### config.mk
export PLATFORM = sky130hd
export DESIGN_NAME = cscr_top
export DESIGN_NICKNAME = d
export VERILOG_FILES = /design/src/include/cscr_pkg.sv /design/src/cscr_irq_gate.sv /design/src/cscr_top.sv
export SDC_FILE = /design/constraint.sdc
export NUM_CORES = 1
export LEC_CHECK = 0
export ABC_AREA = 1
export BUFFER_PORTS_ARGS = -buffer_cell sky130_fd_sc_hd__buf_2
export CAP_MARGIN = 20
export CELL_PAD_IN_SITES_DETAIL_PLACEMENT = 0
export CELL_PAD_IN_SITES_GLOBAL_PLACEMENT = 2
export CORE_MARGIN = 4
export CORE_UTILIZATION = 32
export DETAILED_ROUTE_END_ITERATION = 8
export PLACE_DENSITY_LB_ADDON = 0.08
export SLEW_MARGIN = 20
export SYNTH_ARGS = -nofsm -noshare
export SYNTH_HDL_FRONTEND = slang
export SYNTH_HIERARCHICAL = 1
export SYNTH_SLANG_ARGS = --single-unit
### constraint.sdc
create_clock -name pclk -period 2.9 [get_ports pclk]
set_input_delay 0.145 -clock pclk [delete_from_list [all_inputs] [get_ports pclk]]
set_output_delay 0.145 -clock pclk [all_outputs]
set_load 0.005 [all_outputs]
### src/include/cscr_pkg.sv
// Package with the register map, status word layout and event types of the CPU status and control registers.
package cscr_pkg;

	// Register byte offsets on the APB register bus.
	localparam logic [7:0] CSCR_OFF_PSW          = 8'h00;
	localparam logic [7:0] CSCR_OFF_IRQ_SP       = 8'h04;
	localparam logic [7:0] CSCR_OFF_USER_SP      = 8'h08;
	localparam logic [7:0] CSCR_OFF_IRQ_BASE     = 8'h0C;
	localparam logic [7:0] CSCR_OFF_EXC_BASE     = 8'h10;
	localparam logic [7:0] CSCR_OFF_SAVED_PC     = 8'h14;
	localparam logic [7:0] CSCR_OFF_SAVED_STATUS = 8'h18;
	localparam logic [7:0] CSCR_OFF_FAST_VEC     = 8'h1C;
	localparam logic [7:0] CSCR_OFF_FLOAT_ST     = 8'h20;
	localparam logic [7:0] CSCR_OFF_STATE        = 8'h24;
	localparam logic [7:0] CSCR_OFF_ACTSP        = 8'h28;

	// Reset values.
	localparam logic [31:0] CSCR_RST_WORD  = 32'h0000_0000;
	localparam logic [3:0]  CSCR_RST_LEVEL = 4'h0;

	// Writable bits of the status word; all other bits read as zero.
	localparam logic [31:0] CSCR_PSW_WMASK  = 32'h0F13_000F;
	// Writable bits of the floating-point status word.
	localparam logic [31:0] CSCR_FLOAT_WMASK = 32'h0000_07FF;
	// Floating-point overflow flag and its exception enable.
	localparam int          CSCR_FLOAT_OVF   = 2;
	localparam int          CSCR_FLOAT_OVFEN = 10;
	// Vector numbers are scaled to word addresses by this shift.
	localparam int          CSCR_VEC_SHIFT  = 2;
	// Exception vector number used for a floating-point overflow.
	localparam logic [7:0]  CSCR_VEC_FPU    = 8'h15;

	// Processor status word layout.
	typedef struct packed {
		logic [3:0]  rsvd_31;
		logic [3:0]  interrupt_mask_level;
		logic [2:0]  rsvd_23;
		logic        processor_privilege_bit;
		logic [1:0]  rsvd_19;
		logic        stack_select;
		logic        irq_enable;
		logic [11:0] rsvd_15;
		logic        flag_o;
		logic        flag_s;
		logic        flag_z;
		logic        flag_c;
	} cscr_psw_t;

	// Interrupt request from the interrupt controller.
	typedef struct packed {
		logic       valid;
		logic       fast;
		logic [3:0] level;
		logic [7:0] vector;
	} cscr_irq_t;

	// Kind of redirection handed to the core.
	typedef enum logic [1:0] {
		CSCR_BR_EXC,
		CSCR_BR_IRQ,
		CSCR_BR_FAST,
		CSCR_BR_RETFAST
	} cscr_br_kind_t;

	// Redirection handed to the core.
	typedef struct packed {
		logic          valid;
		cscr_br_kind_t kind;
		logic [31:0]   addr;
	} cscr_branch_t;

endpackage

### src/cscr_irq_gate.sv
// Interrupt acceptance gate comparing request level against enable and mask level.
`timescale 1ns/1ps
module cscr_irq_gate (
	input  wire logic       pending,
	input  wire logic [3:0] req_level,
	input  wire logic [3:0] mask_level,
	input  wire logic       irq_enable,
	input  wire logic       core_ready,
	output logic            accept
);

	// Strictly greater only: a request at the mask level itself stays pending.
	assign accept = pending & irq_enable & core_ready & (req_level > mask_level);

endmodule // cscr_irq_gate

### src/cscr_top.sv
// CPU status word, stack pointers, vector bases and fast interrupt backup registers with an APB slave.
//
// How it works
// - Stack select 0 uses interrupt stack, 1 user stack.
// - Interrupt table base holds interrupt vector start.
// - Exception table base holds exception vector start.
// - Fast interrupt copies PC and status to backups.
// - Fast interrupt branches to fast vector register.
// - Float status reports overflow, may raise exception.
// - Status keeps carry, zero, sign, overflow flags.
// - Four-bit mask level, zero lowest, fifteen highest.
// - Accept only levels strictly above mask level.
// - Enable bit 0 blocks, 1 allows interrupts.
// - Enable bit resets 0; software sets it.
// - Exception acceptance clears enable bit.
// - Request flag updates regardless of enable bit.
// - Exception clears stack select and privilege bit.
`timescale 1ns/1ps
module cscr_top (
	input  wire logic                  pclk,
	input  wire logic                  presetn,
	// APB slave.
	input  wire logic                  psel,
	input  wire logic                  penable,
	input  wire logic                  pwrite,
	input  wire logic [7:0]            paddr,
	input  wire logic [31:0]           pwdata,
	output logic      [31:0]           prdata,
	output logic                       pready,
	output logic                       pslverr,
	// Interrupt controller side.
	input  wire cscr_pkg::cscr_irq_t   irq_in,
	output logic                       irq_pending,
	output logic                       irq_ack,
	// Execution core side.
	input  wire logic                  core_ready,
	input  wire logic [31:0]           core_pc,
	input  wire logic                  flag_we,
	input  wire logic [3:0]            flag_in,
	input  wire logic                  fpu_we,
	input  wire logic [31:0]           fpu_status,
	input  wire logic                  exc_req,
	input  wire logic [7:0]            exc_vector,
	input  wire logic                  ret_fast,
	input  wire logic                  sp_we,
	input  wire logic [31:0]           sp_wdata,
	output logic      [31:0]           active_sp,
	output logic                       user_mode,
	output cscr_pkg::cscr_psw_t        psw_out,
	output cscr_pkg::cscr_branch_t     branch
);

	cscr_pkg::cscr_psw_t processor_status_word;
	cscr_pkg::cscr_psw_t saved_status_fast;
	logic [31:0]         interrupt_stack_pointer;
	logic [31:0]         user_stack_pointer;
	logic [31:0]         interrupt_table_base;
	logic [31:0]         exception_table_base;
	logic [31:0]         saved_pc_fast;
	logic [31:0]         fast_irq_vector;
	logic [31:0]         float_status_word;
	logic                pend_fast;
	logic [3:0]          pend_level;
	logic [7:0]          pend_vector;
	logic [3:0]          last_level;
	logic                irq_accept;
	logic                fpu_exc;
	logic                exc_take;
	logic                fast_take;
	logic                norm_take;
	logic                ret_take;
	logic                wr_en;
	logic                rd_en;
	logic                addr_hit;
	logic [31:0]         next_prdata;
	logic [31:0]         wr_psw;

	// Bus access qualifiers; the slave never stalls, so every access completes in its first access cycle.
	assign wr_en  = psel & penable & pwrite;
	assign rd_en  = psel & ~penable & ~pwrite;
	assign pready = 1'b1;

	// Address decode for the error answer.
	always_comb begin
		if (paddr == cscr_pkg::CSCR_OFF_PSW || paddr == cscr_pkg::CSCR_OFF_IRQ_SP) begin
			addr_hit = 1'b1;
		end else if (paddr == cscr_pkg::CSCR_OFF_USER_SP || paddr == cscr_pkg::CSCR_OFF_IRQ_BASE) begin
			addr_hit = 1'b1;
		end else if (paddr == cscr_pkg::CSCR_OFF_EXC_BASE || paddr == cscr_pkg::CSCR_OFF_SAVED_PC) begin
			addr_hit = 1'b1;
		end else if (paddr == cscr_pkg::CSCR_OFF_SAVED_STATUS || paddr == cscr_pkg::CSCR_OFF_FAST_VEC) begin
			addr_hit = 1'b1;
		end else if (paddr == cscr_pkg::CSCR_OFF_FLOAT_ST || paddr == cscr_pkg::CSCR_OFF_STATE) begin
			addr_hit = 1'b1;
		end else if (paddr == cscr_pkg::CSCR_OFF_ACTSP) begin
			addr_hit = 1'b1;
		end else begin
			addr_hit = 1'b0;
		end
	end

	// Unmapped addresses answer with an error and have no effect.
	assign pslverr = psel & penable & ~addr_hit;

	// Read multiplexer; the result is captured in the setup cycle.
	always_comb begin
		if (paddr == cscr_pkg::CSCR_OFF_PSW) begin
			next_prdata = processor_status_word;
		end else if (paddr == cscr_pkg::CSCR_OFF_IRQ_SP) begin
			next_prdata = interrupt_stack_pointer;
		end else if (paddr == cscr_pkg::CSCR_OFF_USER_SP) begin
			next_prdata = user_stack_pointer;
		end else if (paddr == cscr_pkg::CSCR_OFF_IRQ_BASE) begin
			next_prdata = interrupt_table_base;
		end else if (paddr == cscr_pkg::CSCR_OFF_EXC_BASE) begin
			next_prdata = exception_table_base;
		end else if (paddr == cscr_pkg::CSCR_OFF_SAVED_PC) begin
			next_prdata = saved_pc_fast;
		end else if (paddr == cscr_pkg::CSCR_OFF_SAVED_STATUS) begin
			next_prdata = saved_status_fast;
		end else if (paddr == cscr_pkg::CSCR_OFF_FAST_VEC) begin
			next_prdata = fast_irq_vector;
		end else if (paddr == cscr_pkg::CSCR_OFF_FLOAT_ST) begin
			next_prdata = float_status_word;
		end else if (paddr == cscr_pkg::CSCR_OFF_STATE) begin
			next_prdata = {16'h0000, pend_vector, last_level, 1'b0, pend_fast, user_mode, irq_pending};
		end else if (paddr == cscr_pkg::CSCR_OFF_ACTSP) begin
			next_prdata = active_sp;
		end else begin
			next_prdata = cscr_pkg::CSCR_RST_WORD;
		end
	end

	// Read data register.
	always_ff @(posedge pclk or negedge presetn) begin
		if (!presetn) begin
			prdata <= cscr_pkg::CSCR_RST_WORD;
		end else if (rd_en) begin
			prdata <= next_prdata;
		end
	end

	// Event arbitration: exceptions outrank interrupts, and a fast return in the same cycle as either is dropped.
	assign fpu_exc   = fpu_we & fpu_status[cscr_pkg::CSCR_FLOAT_OVF]
	                 & float_status_word[cscr_pkg::CSCR_FLOAT_OVFEN];
	assign exc_take  = exc_req | fpu_exc;
	assign fast_take = ~exc_take & irq_accept & pend_fast;
	assign norm_take = ~exc_take & irq_accept & ~pend_fast;
	assign ret_take  = ~exc_take & ~irq_accept & ret_fast;
	assign irq_ack   = fast_take | norm_take;

	cscr_irq_gate u_irq_gate (
		.pending    (irq_pending),
		.req_level  (pend_level),
		.mask_level (processor_status_word.interrupt_mask_level),
		.irq_enable (processor_status_word.irq_enable),
		.core_ready (core_ready),
		.accept     (irq_accept)
	);

	// Request flag; a new request in the cycle of acceptance keeps the flag set, and the enable bit is ignored.
	always_ff @(posedge pclk or negedge presetn) begin
		if (!presetn) begin
			irq_pending <= 1'b0;
			pend_fast   <= 1'b0;
			pend_level  <= cscr_pkg::CSCR_RST_LEVEL;
			pend_vector <= 8'h00;
		end else if (irq_in.valid) begin
			irq_pending <= 1'b1;
			pend_fast   <= irq_in.fast;
			pend_level  <= irq_in.level;
			pend_vector <= irq_in.vector;
		end else if (irq_ack) begin
			irq_pending <= 1'b0;
		end
	end

	// Level of the last accepted interrupt, for software to inspect.
	always_ff @(posedge pclk or negedge presetn) begin
		if (!presetn) begin
			last_level <= cscr_pkg::CSCR_RST_LEVEL;
		end else if (irq_ack) begin
			last_level <= pend_level;
		end
	end

	// Software image of the status word after a bus write, reserved bits forced to zero.
	assign wr_psw = pwdata & cscr_pkg::CSCR_PSW_WMASK;

	// Status word: bus writes, then core flag updates, then event effects, each later one winning.
	always_ff @(posedge pclk or negedge presetn) begin
		if (!presetn) begin
			processor_status_word <= cscr_pkg::CSCR_RST_WORD;
		end else begin
			if (wr_en && paddr == cscr_pkg::CSCR_OFF_PSW) begin
				processor_status_word <= wr_psw;
			end
			if (flag_we) begin
				processor_status_word.flag_c <= flag_in[0];
				processor_status_word.flag_z <= flag_in[1];
				processor_status_word.flag_s <= flag_in[2];
				processor_status_word.flag_o <= flag_in[3];
			end
			if (exc_take || irq_ack) begin
				processor_status_word.irq_enable              <= 1'b0;
				processor_status_word.stack_select            <= 1'b0;
				processor_status_word.processor_privilege_bit <= 1'b0;
			end else if (ret_take) begin
				processor_status_word <= saved_status_fast & cscr_pkg::CSCR_PSW_WMASK;
			end
		end
	end

	// Fast interrupt backups replace the stack push, saving several memory cycles.
	always_ff @(posedge pclk or negedge presetn) begin
		if (!presetn) begin
			saved_pc_fast     <= cscr_pkg::CSCR_RST_WORD;
			saved_status_fast <= cscr_pkg::CSCR_RST_WORD;
		end else if (fast_take) begin
			saved_pc_fast     <= core_pc;
			saved_status_fast <= processor_status_word;
		end else if (wr_en && paddr == cscr_pkg::CSCR_OFF_SAVED_PC) begin
			saved_pc_fast <= pwdata;
		end else if (wr_en && paddr == cscr_pkg::CSCR_OFF_SAVED_STATUS) begin
			saved_status_fast <= wr_psw;
		end
	end

	// Vector base and fast vector registers, written by software only.
	always_ff @(posedge pclk or negedge presetn) begin
		if (!presetn) begin
			interrupt_table_base <= cscr_pkg::CSCR_RST_WORD;
			exception_table_base <= cscr_pkg::CSCR_RST_WORD;
			fast_irq_vector      <= cscr_pkg::CSCR_RST_WORD;
		end else if (wr_en && paddr == cscr_pkg::CSCR_OFF_IRQ_BASE) begin
			interrupt_table_base <= pwdata;
		end else if (wr_en && paddr == cscr_pkg::CSCR_OFF_EXC_BASE) begin
			exception_table_base <= pwdata;
		end else if (wr_en && paddr == cscr_pkg::CSCR_OFF_FAST_VEC) begin
			fast_irq_vector <= pwdata;
		end
	end

	// Floating-point status: the unit's report wins over a simultaneous software write.
	always_ff @(posedge pclk or negedge presetn) begin
		if (!presetn) begin
			float_status_word <= cscr_pkg::CSCR_RST_WORD;
		end else if (fpu_we) begin
			float_status_word <= (fpu_status & cscr_pkg::CSCR_FLOAT_WMASK)
			                   | (float_status_word & (32'h1 << cscr_pkg::CSCR_FLOAT_OVFEN));
		end else if (wr_en && paddr == cscr_pkg::CSCR_OFF_FLOAT_ST) begin
			float_status_word <= pwdata & cscr_pkg::CSCR_FLOAT_WMASK;
		end
	end

	// Stack pointers; the core writes whichever one is active, and its write wins over the bus.
	always_ff @(posedge pclk or negedge presetn) begin
		if (!presetn) begin
			interrupt_stack_pointer <= cscr_pkg::CSCR_RST_WORD;
			user_stack_pointer      <= cscr_pkg::CSCR_RST_WORD;
		end else if (sp_we) begin
			if (processor_status_word.stack_select) begin
				user_stack_pointer <= sp_wdata;
			end else begin
				interrupt_stack_pointer <= sp_wdata;
			end
		end else if (wr_en && paddr == cscr_pkg::CSCR_OFF_IRQ_SP) begin
			interrupt_stack_pointer <= pwdata;
		end else if (wr_en && paddr == cscr_pkg::CSCR_OFF_USER_SP) begin
			user_stack_pointer <= pwdata;
		end else if (wr_en && paddr == cscr_pkg::CSCR_OFF_ACTSP) begin
			if (processor_status_word.stack_select) begin
				user_stack_pointer <= pwdata;
			end else begin
				interrupt_stack_pointer <= pwdata;
			end
		end
	end

	// Active stack pointer and mode follow the status word without delay.
	assign active_sp = processor_status_word.stack_select ? user_stack_pointer : interrupt_stack_pointer;
	assign user_mode = processor_status_word.processor_privilege_bit;
	assign psw_out   = processor_status_word;

	// Redirection to the core, one cycle after the event is taken.
	always_ff @(posedge pclk or negedge presetn) begin
		if (!presetn) begin
			branch <= '0;
		end else begin
			branch.valid <= exc_take | irq_ack | ret_take;
			if (exc_take) begin
				branch.kind <= cscr_pkg::CSCR_BR_EXC;
				branch.addr <= exception_table_base
				             + {22'h0, (exc_req ? exc_vector : cscr_pkg::CSCR_VEC_FPU), 2'b00};
			end else if (fast_take) begin
				branch.kind <= cscr_pkg::CSCR_BR_FAST;
				branch.addr <= fast_irq_vector;
			end else if (norm_take) begin
				branch.kind <= cscr_pkg::CSCR_BR_IRQ;
				branch.addr <= interrupt_table_base + {22'h0, pend_vector, 2'b00};
			end else if (ret_take) begin
				branch.kind <= cscr_pkg::CSCR_BR_RETFAST;
				branch.addr <= saved_pc_fast;
			end
		end
	end

endmodule // cscr_top

==> results of run 1 <==
## registers in the layout, indices dropped and copies added, names as in the netlist
signal / count
exception_table_base: 32
pend_fast: 1
user_stack_pointer: 32
float_status_word: 11
saved_status_fast: 32
fast_irq_vector: 32
irq_pending: 1
prdata: 32
branch: 35
last_level: 4
user_mode: 1
psw_out: 31
pend_level: 4
interrupt_table_base: 32
pend_vector: 8
interrupt_stack_pointer: 32
saved_pc_fast: 32
## kinds of logic after synthesis
logic type | count (synthesis) | synth area share (%)
XOR/XNOR | 14 | 0.6045
buffers and inverters | 502 | 9.728
AND/OR/NAND/NOR | 1423 | 28.48
other | 1 | 0.01849
adder cells (fa/ha/maj) | 22 | 1.431
flip-flops | 352 | 43.43
AO/OA/AOI/OAI | 621 | 16.31
## layout by cell type (no fill, tap or decap), types with 17 or more instances in the layout
cell type / synthesis / routed
ha_1: 20 / 20
o22ai_1: 17 / 17
nand4_1: 44 / 44
nor2_1: 216 / 210
o21ai_1: 36 / 36
clkbuf_16: 0 / 43
buf_4: 12 / 74
dlygate4sd3_1: 0 / 130
o211ai_1: 19 / 19
nor3_1: 24 / 24
dfrtp_1: 352 / 351
inv_1: 353 / 352
nand2_1: 962 / 958
o21ai_0: 338 / 338
buf_2: 35 / 285
a21oi_1: 169 / 169
nand3_1: 145 / 145
## worst reg2reg max path: stages, from the launching register on
cell	delay (ns)
dfrtp_1	0.38
ha_1	0.31
a21oi_1	0.20
a21oi_2	0.11
nor2_1	0.26
inv_1	0.14
nor2_4	0.23
clkinvlp_4	0.20
nor2_1	0.12
a31oi_1	0.05
dlygate4sd3_1	0.57
## worst max path at each step
stage	start	end	slack, ns	depth (start not counted)
floorplan	psw_out[27]	branch[14]	0.75	17
global placement	exc_req	branch[18]	0.26	18
detailed placement	exc_req	branch[18]	0.24	18
CTS	pend_level[3]	psw_out[2]	0.06	10
global route	interrupt_table_base[2]	branch[18]	0.03	15
finish	pwrite	psw_out[3]	0.21	11
## metal layers
layer | GRT usage [%] | wire [µm] | vias to the layer above
met4 | 7.945 | 2824 | 0
li1 | - | - | 10260
met5 | 0 | 0 | -
met1 | 44.90 | 48970 | 10640
met2 | 43.01 | 42420 | 792
met3 | 3.876 | 6597 | 112
## area by class of cell
cell class                      count  area (µm²)  area share, %
Multi-Input combinational cell   2081        9558          37.03
Sequential cell                   352        8810          34.13
Timing Repair Buffer              506        3618          14.02
Inverter                          360        1355          5.250
Clock buffer                       61        1234          4.780
Tap cell                          846        1059          4.101
Clock inverter                     17       175.2         0.6787
Antenna cell                        1       2.502       0.009695
## stage by stage
step	hold WS (ns)	instances	cell area [µm²]	worst slack (ns)
after detailed placement	0.1310	4012	23070	0.2446
after floorplan	-0.1506	2935	20280	0.7519
final	0.02904	4224	25810	0.2098
after CTS	0.0001290	4220	25780	0.06430
after global routing	0.03857	4223	25810	0.03062
after global placement	0.1227	4012	23070	0.2584
## report_power, final
group,total [mW],internal (mW),switching (mW)
sequential,6.23,5.64,0.589
clock,5.62,3.23,2.38
combinational,2.85,1.04,1.81
total,14.7,9.91,4.79
## repair_timing
action                     CTS  global route
gates resized for setup      0             2
setup buffers                0             3
hold endpoints to repair   430             0
setup endpoints to repair    0             1
hold buffers               130             0
==> metrics.md, run 1 <==
| Metric | Value |
|---|---|
| Run status | `completed` |
| I/O Buffers | `approximately 290` |
| Flop-to-flop setup slack | `0.22 ns` |
| Worst Reg-to-Reg Cells | `10` |
| Fillers | `6769` |
| Slowest stage delay, CP | `0.57 ns` |
| Register bit total from synthesis | `352` |
| Worst slew pin tran | `0.8602 ns` |
| DP HPWL | `77260 µm` |
| Setup crit start kind | `input port` |
| Ys async rst share | `100.0%` |
| H-tree depth | `2` |
| Fmax | `371.7 MHz` |
| Maximum clock path buffer count | `3` |
| Mapped Cells | `2935` |
| Latest clock arrival within the worst-skew pair | `~0.6 ns` |
| Number of remaining DRC errors | `0` |
| Hold Path Stages | `5` |
| Synth cell count leaders | `962 x nand2_1, 353 x inv_1, 352 x dfrtp_1, 338 x o21ai_0, 216 x nor2_1` |
| Critical path data arrival time | `roughly 3.2 ns` |
| Synth area leader | `dfrtp_1` |
| Drt total wl | `about 100000 µm` |
| Post-synth top area share | `43.43%` |
| Starting DRT DRC Count | `1914` |
| RSZ-0062 raised after global routing | `false` |
| Rel. slew slack | `42.57%` |
| CTS tree | `built` |
| Top-count cell post-synth | `nand2_1` |
| FF-to-FF Start | `pend_level[3]` |
| Worst reg2reg path endpoint | `psw_out[2]` |
| Number of global-route vias before repair | `about 21000` |
| Max-slew violations | `0` |
| Vias per cell | `5.163` |
| Total of max-cap violations | `0` |
| Syn_nets | `3130` |
| Drt wl/cell | `roughly 24 µm` |
| TritonCTS buffer count | `43` |
| Total Power | `about 15 mW` |
| Netlist cell types | `43` |
| Ys Warns | `6` |
| Main synth FF type | `dfrtp_1` |
| Critical Path RT | `3.40 ns` |
| Final #Nets | `3539` |
| Die height | `~260 µm` |
| Reg clk slew, reported paths | `0.06 ns` |
| CP Max Fanout | `16` |
| DRT antenna net count | `0` |
| Die area | `between 60000 and 70000 µm²` |
| Hold Path End | `psw_out[1]` |
| Slowest cell on crit path | `nand2_1` |
| Fin Setup TNS | `0 ns` |
| WP buf/inv | `5` |
| Share of layout cells above drive strength 1 | `14.51%` |
| Largest net degree at the start of global routing | `87` |
| Setup CP Type | `in -> reg` |
| First-pass GRT wire length | `145200 µm` |
| Hold Crit Start | `flag_we` |
| Mapped cell area | `20280 µm²` |
| Cell family with most CP delay | `buffers and inverters` |
| Core Util, Final | `around two fifths` |
| Crit path time final | `2.690 ns` |
| Drt pass-1 iters | `5` |
| # clock sinks | `around 350` |
| Clk root buf | `clkbuf_16` |
| Cells along the critical path | `dlygate4sd3_1 -> buf_2 -> inv_1 -> nor2_2 -> nand2_1 -> inv_1 -> nand2_1 -> a21oi_1 -> a21oi_1 -> dlygate4sd3_1 -> o21ai_0` |
| Final setup violating endpoints | `0` |
| Initial Utilization | `32.21%` |
| Grt ovf | `0` |
| Vias | `21810` |
| Top post-synthesis cells by area | `dfrtp_1 43%, nand2_1 18%, o21ai_0 8.3%` |
| Crit share post-route | `between 90% and 100%` |
| EDFF count, synth | `0` |
| Fin. Hold Viols | `0` |
| Clk_skew | `~0.014 ns` |
| I/O pin count | `309` |
| Sequential-to-total area share from yosys stat | `between 40 and 50%` |
| Synthesized area per cell | `a little under 7 µm²` |
| Worst hold path type | `in -> reg` |
| Area grow syn2layout | `27.25%` |
| Cell Rows | `92` |
| Die width | `259.8 µm` |
| Lkg Pwr | `12.89 nW` |
| RD Place Congestion | `0.9686` |
| CP Capture Type | `register` |
| Global-route usage over all layers | `29.25%` |
| PD cells | `569.3 nW/µm²` |
| Initial antenna violation count | `0` |
| Core outline area | `62970 µm²` |
| Peak supply drop | `0.0003778 V` |
Power figures use the tool's default switching activity.
==> inputs of run 2 (changes only) <==
--- a/config.mk
+++ b/config.mk
@@ -14,8 +14,8 @@
 export CORE_UTILIZATION = 32
 export DETAILED_ROUTE_END_ITERATION = 8
 export PLACE_DENSITY_LB_ADDON = 0.08
+export SETUP_SLACK_MARGIN = 0.4
 export SLEW_MARGIN = 20
 export SYNTH_ARGS = -nofsm -noshare
 export SYNTH_HDL_FRONTEND = slang
-export SYNTH_HIERARCHICAL = 1
 export SYNTH_SLANG_ARGS = --single-unit
==> metrics.md, run 2 <==
| Metric | Value |
|---|---|
| Clk pwr share | `40.6%` |
| Post-Synth Simple-Gate Area | `around 30%` |
| Grt ovf | `0` |
| Setup CP Type | `reg -> reg` |
| Synth Area in Adders | `under 10%` |
| Slowest cell on crit path | `dfrtp_4` |
| Final #Nets | `3604` |
| Maximum clock path buffer count | `3` |
| Critical Path End | `prdata[17]` |
| Clk_skew | `0.01997 ns` |
| Crit share post-route | `a little over four fifths` |
| Final instance area | `between 20000 and 30000 µm²` |
| Core outline area | `63310 µm²` |
| Setup crit start kind | `register` |
| Fin Setup TNS | `0 ns` |
| Critical Path RT | `3.36 ns` |
| Worst slew pin tran | `0.7707 ns` |
| DR WL met2 | `roughly 44000 µm` |
| Sw Ratio | `30.40%` |
| Final setup violating endpoints | `0` |
| Max-slew violations | `0` |
| Synth cell count leaders | `1060 x nand2_1, 357 x inv_1, 352 x dfrtp_1, 322 x o21ai_0, 180 x nor2_1` |
| H-tree depth | `2` |
| I/O Buffers | `286` |
| Sequential-to-total area share from yosys stat | `around 43%` |
| Number of global-route vias before repair | `between 20000 and 25000` |
| Reg clk slew, reported paths | `about 0.06 ns` |
| Compound-cell area share of the yosys netlist | `15.52%` |
| Stages on the worst setup path | `10` |
| Global-route usage over all layers | `29.10%` |
| Number of remaining DRC errors | `0` |
| Drt total wl | `101000 µm` |
| Post-synth top area share | `42.90%` |
| FF-to-FF Start | `psw_out[17]` |
| Top sig layer | `met5` |
| Crit path time final | `roughly 2.4 ns` |
| Largest register FFs | `35` |
| Die height | `261.3 µm` |
| M1 WL | `slightly below 50000 µm` |
| Synthesized area per cell | `6.892 µm²` |
| Flop-to-flop setup slack | `0.48 ns` |
| Slowest stage delay, CP | `0.63 ns` |
| Top post-synthesis cells by area | `dfrtp_1 43%, nand2_1 19%, o21ai_0 7.8%` |
| Die area | `68280 µm²` |
| Part of the power in registers | `41.3%` |
| First-pass GRT wire length | `about 150000 µm` |
| Worst Reg-to-Reg Cells | `10` |
| Peak supply drop | `0.0004035 V` |
| Mapped Cells | `between 2000 and 3000` |
| Drt wl/cell | `about 24 µm` |
| Routed wl met3 | `6178 µm` |
| Share of layout cells above drive strength 1 | `15.13%` |
| I/O pin count | `309` |
| Latest clock arrival within the worst-skew pair | `roughly 0.58 ns` |
| Post-synthesis mux area share | `0%` |
| Initial Utilization | `between 30 and 40%` |
| Run status | `completed` |
| DP HPWL | `76870 µm` |
| Synth area leader | `dfrtp_1` |
| Rel. slew slack | `48.62%` |
| PD cells | `557.4 nW/µm²` |
| Initial antenna violation count | `2` |
| RSZ-0062 raised after global routing | `true` |
| CTS tree | `built` |
| Mapped cell area | `20530 µm²` |
| EDFF count, synth | `0` |
| DRT antenna net count | `0` |
| Placed inst area | `between 20000 and 25000 µm²` |
| Syn_nets | `3174` |
| Die width | `~260 µm` |
| Placed insts | `4059` |
| Hold Crit Start | `sp_wdata[0]` |
| Total of max-cap violations | `0` |
| Comb pwr share | `18.1%` |
| Worst Setup SP | `psw_out[17]` |
| Ys Warns | `0` |
| Fin. Hold Viols | `0` |
| # clock sinks | `352` |
| Clk root buf | `clkbuf_16` |
| Critical path data arrival time | `around 2.9 ns` |
| Area grow syn2layout | `28.58%` |
| CP most frequent cell | `nand2_1` |
| XOR/XNOR Fraction of Synth Area | `0.5972%` |
| CP Max Fanout | `26` |
| Commonest cells after routing, fill and taps aside | `1052 x nand2_1, 353 x inv_1, 349 x dfrtp_1` |
| Most flops, register | `branch` |
| Top-count cell post-synth | `nand2_1` |
| Starting DRT DRC Count | `~2400` |
| Worst hold path type | `in -> reg` |
| Worst reg2reg path endpoint | `prdata[17]` |
| Cells along the critical path | `buf_4 -> o21ai_0 -> nand2_1 -> nand2_1 -> a21oi_1 -> nand3_1 -> nor2_1 -> nand3_1 -> nand2_1 -> nand2_1` |
| Vias per cell | `5.126` |
| NetSw | `4.474 mW` |
| Cell family with most CP delay | `simple AND/OR/NAND/NOR gates` |
| RD Place Congestion | `0.9591` |
| WP buf/inv | `1` |
| Fmax | `413.5 MHz` |
| Register bit total from synthesis | `352` |
| CP Capture Type | `register` |
| Cell Rows | `92` |
| Netlist cell types | `50` |
| Commonest non-fill, non-tap cell in the layout | `nand2_1` |
| Lkg Pwr | `13.43 nW` |
| Internal power | `10.24 mW` |
| TritonCTS buffer count | `44` |
| Largest net degree at the start of global routing | `76` |
| Ys async rst share | `100.0%` |
| Layout Cells excl Fill | `4286` |
| Main synth FF type | `dfrtp_1` |
| Drt pass-1 iters | `8` |
| Largest family of logic cells by synthesized area | `simple AND/OR/NAND/NOR gates` |
| Vias | `approximately 22000` |
-- run 2: cell types whose count changed in the layout (fill, tap and decap cells not counted), sizes merged, moves of 6 or more --
| cell | before | now |
|---|---|---|
| a21oi | 170 | 159 |
| a31oi | 16 | 6 |
| dlygate4sd3 | 130 | 143 |
| inv | 362 | 368 |
| nand2 | 965 | 1067 |
| nand3 | 148 | 180 |
| nand4 | 44 | 26 |
| nor2 | 227 | 191 |
| nor3 | 24 | 12 |
| o211ai | 19 | 40 |
| o21ai | 374 | 335 |
| o22ai | 17 | 7 |
| o311ai | 0 | 8 |
-- run 2: final cells by class --
class | count | area [µm²]
antenna | 2 | 5.005
fill | 6776 | 36910
clock buffer | 61 | 1276
inverter | 371 | 1405
clock inverter | 14 | 247.7
timing repair buffer | 524 | 3809
multi-input combinational | 2116 | 9783
sequential | 352 | 8815
tap | 846 | 1059
-- run 2: power by group through the flow --
| stage | sequential, mW | clock [mW] | combinational (mW) |
|---|---|---|---|
| 6_report | 6.08 | 5.97 | 2.66 |
| 5_1_grt | 6.15 | 6.28 | 2.97 |
| 4_1_cts | 6.07 | 6.09 | 2.64 |
| 3_5_place_dp | 6.15 | 0 | 2.46 |
| 3_3_place_gp | 6.14 | 0 | 2.44 |
| 2_1_floorplan | 5.96 | 0 | 1.30 |
-- run 2: through the flow --
stage / utilization [%] / hold slack [ns] / power [mW] / worst slack [ns]
floorplan: - / -0.1506 / 7.269 / 0.8296
CTS: 41.43 / 0.001571 / 14.79 / 0.3886
finish: 41.70 / 0.02016 / 14.72 / 0.4817
global placement: 36.63 / 0.06617 / 8.581 / 0.1907
global route: 41.69 / 0.03583 / 15.40 / 0.3337
detailed placement: 36.63 / 0.06798 / 8.613 / 0.1451
-- run 2: cells by family after synthesis --
logic type | Yosys count
AO/OA/AOI/OAI | 584
buffers and inverters | 511
flip-flops | 352
adder cells (fa/ha/maj) | 22
AND/OR/NAND/NOR | 1495
other | 1
XOR/XNOR | 14
-- run 2: per-layer routing --
layer  track usage, %  up-vias
met5                0        -
met4            6.644        4
met3            3.191      130
met2            44.63      859
met1            44.15    10620
li1                 -    10360
-- run 2: tightest hold or removal path: cells and delay by family --
kind / cells / cell delay [ns]
simple gates: 2 / 0.13
buf+inv: 1 / 0.08
compound gates: 2 / 0.19
-- run 2: what timing repair did --
| action | in CTS | in global routing |
|---|---|---|
| pin swaps | 4 | 7 |
| hold endpoints to repair | 473 | 0 |
| hold buffers | 143 | 0 |
| resized for setup | 13 | 40 |
| endpoints found under the setup margin | 96 | 111 |
| buffers inserted | 3 | 2 |
| gates cloned | 1 | 1 |
-- run 2: worst min-delay path by stage --
stage	cells after the start	slack (ns)	end
after floorplan	0	-0.15	branch[0]
after CTS	5	0.002	user_stack_pointer[7]
after detailed placement	1	0.07	saved_status_fast[8]
after global placement	1	0.07	saved_status_fast[8]
final	5	0.02	interrupt_stack_pointer[0]
after global routing	5	0.04	interrupt_stack_pointer[0]
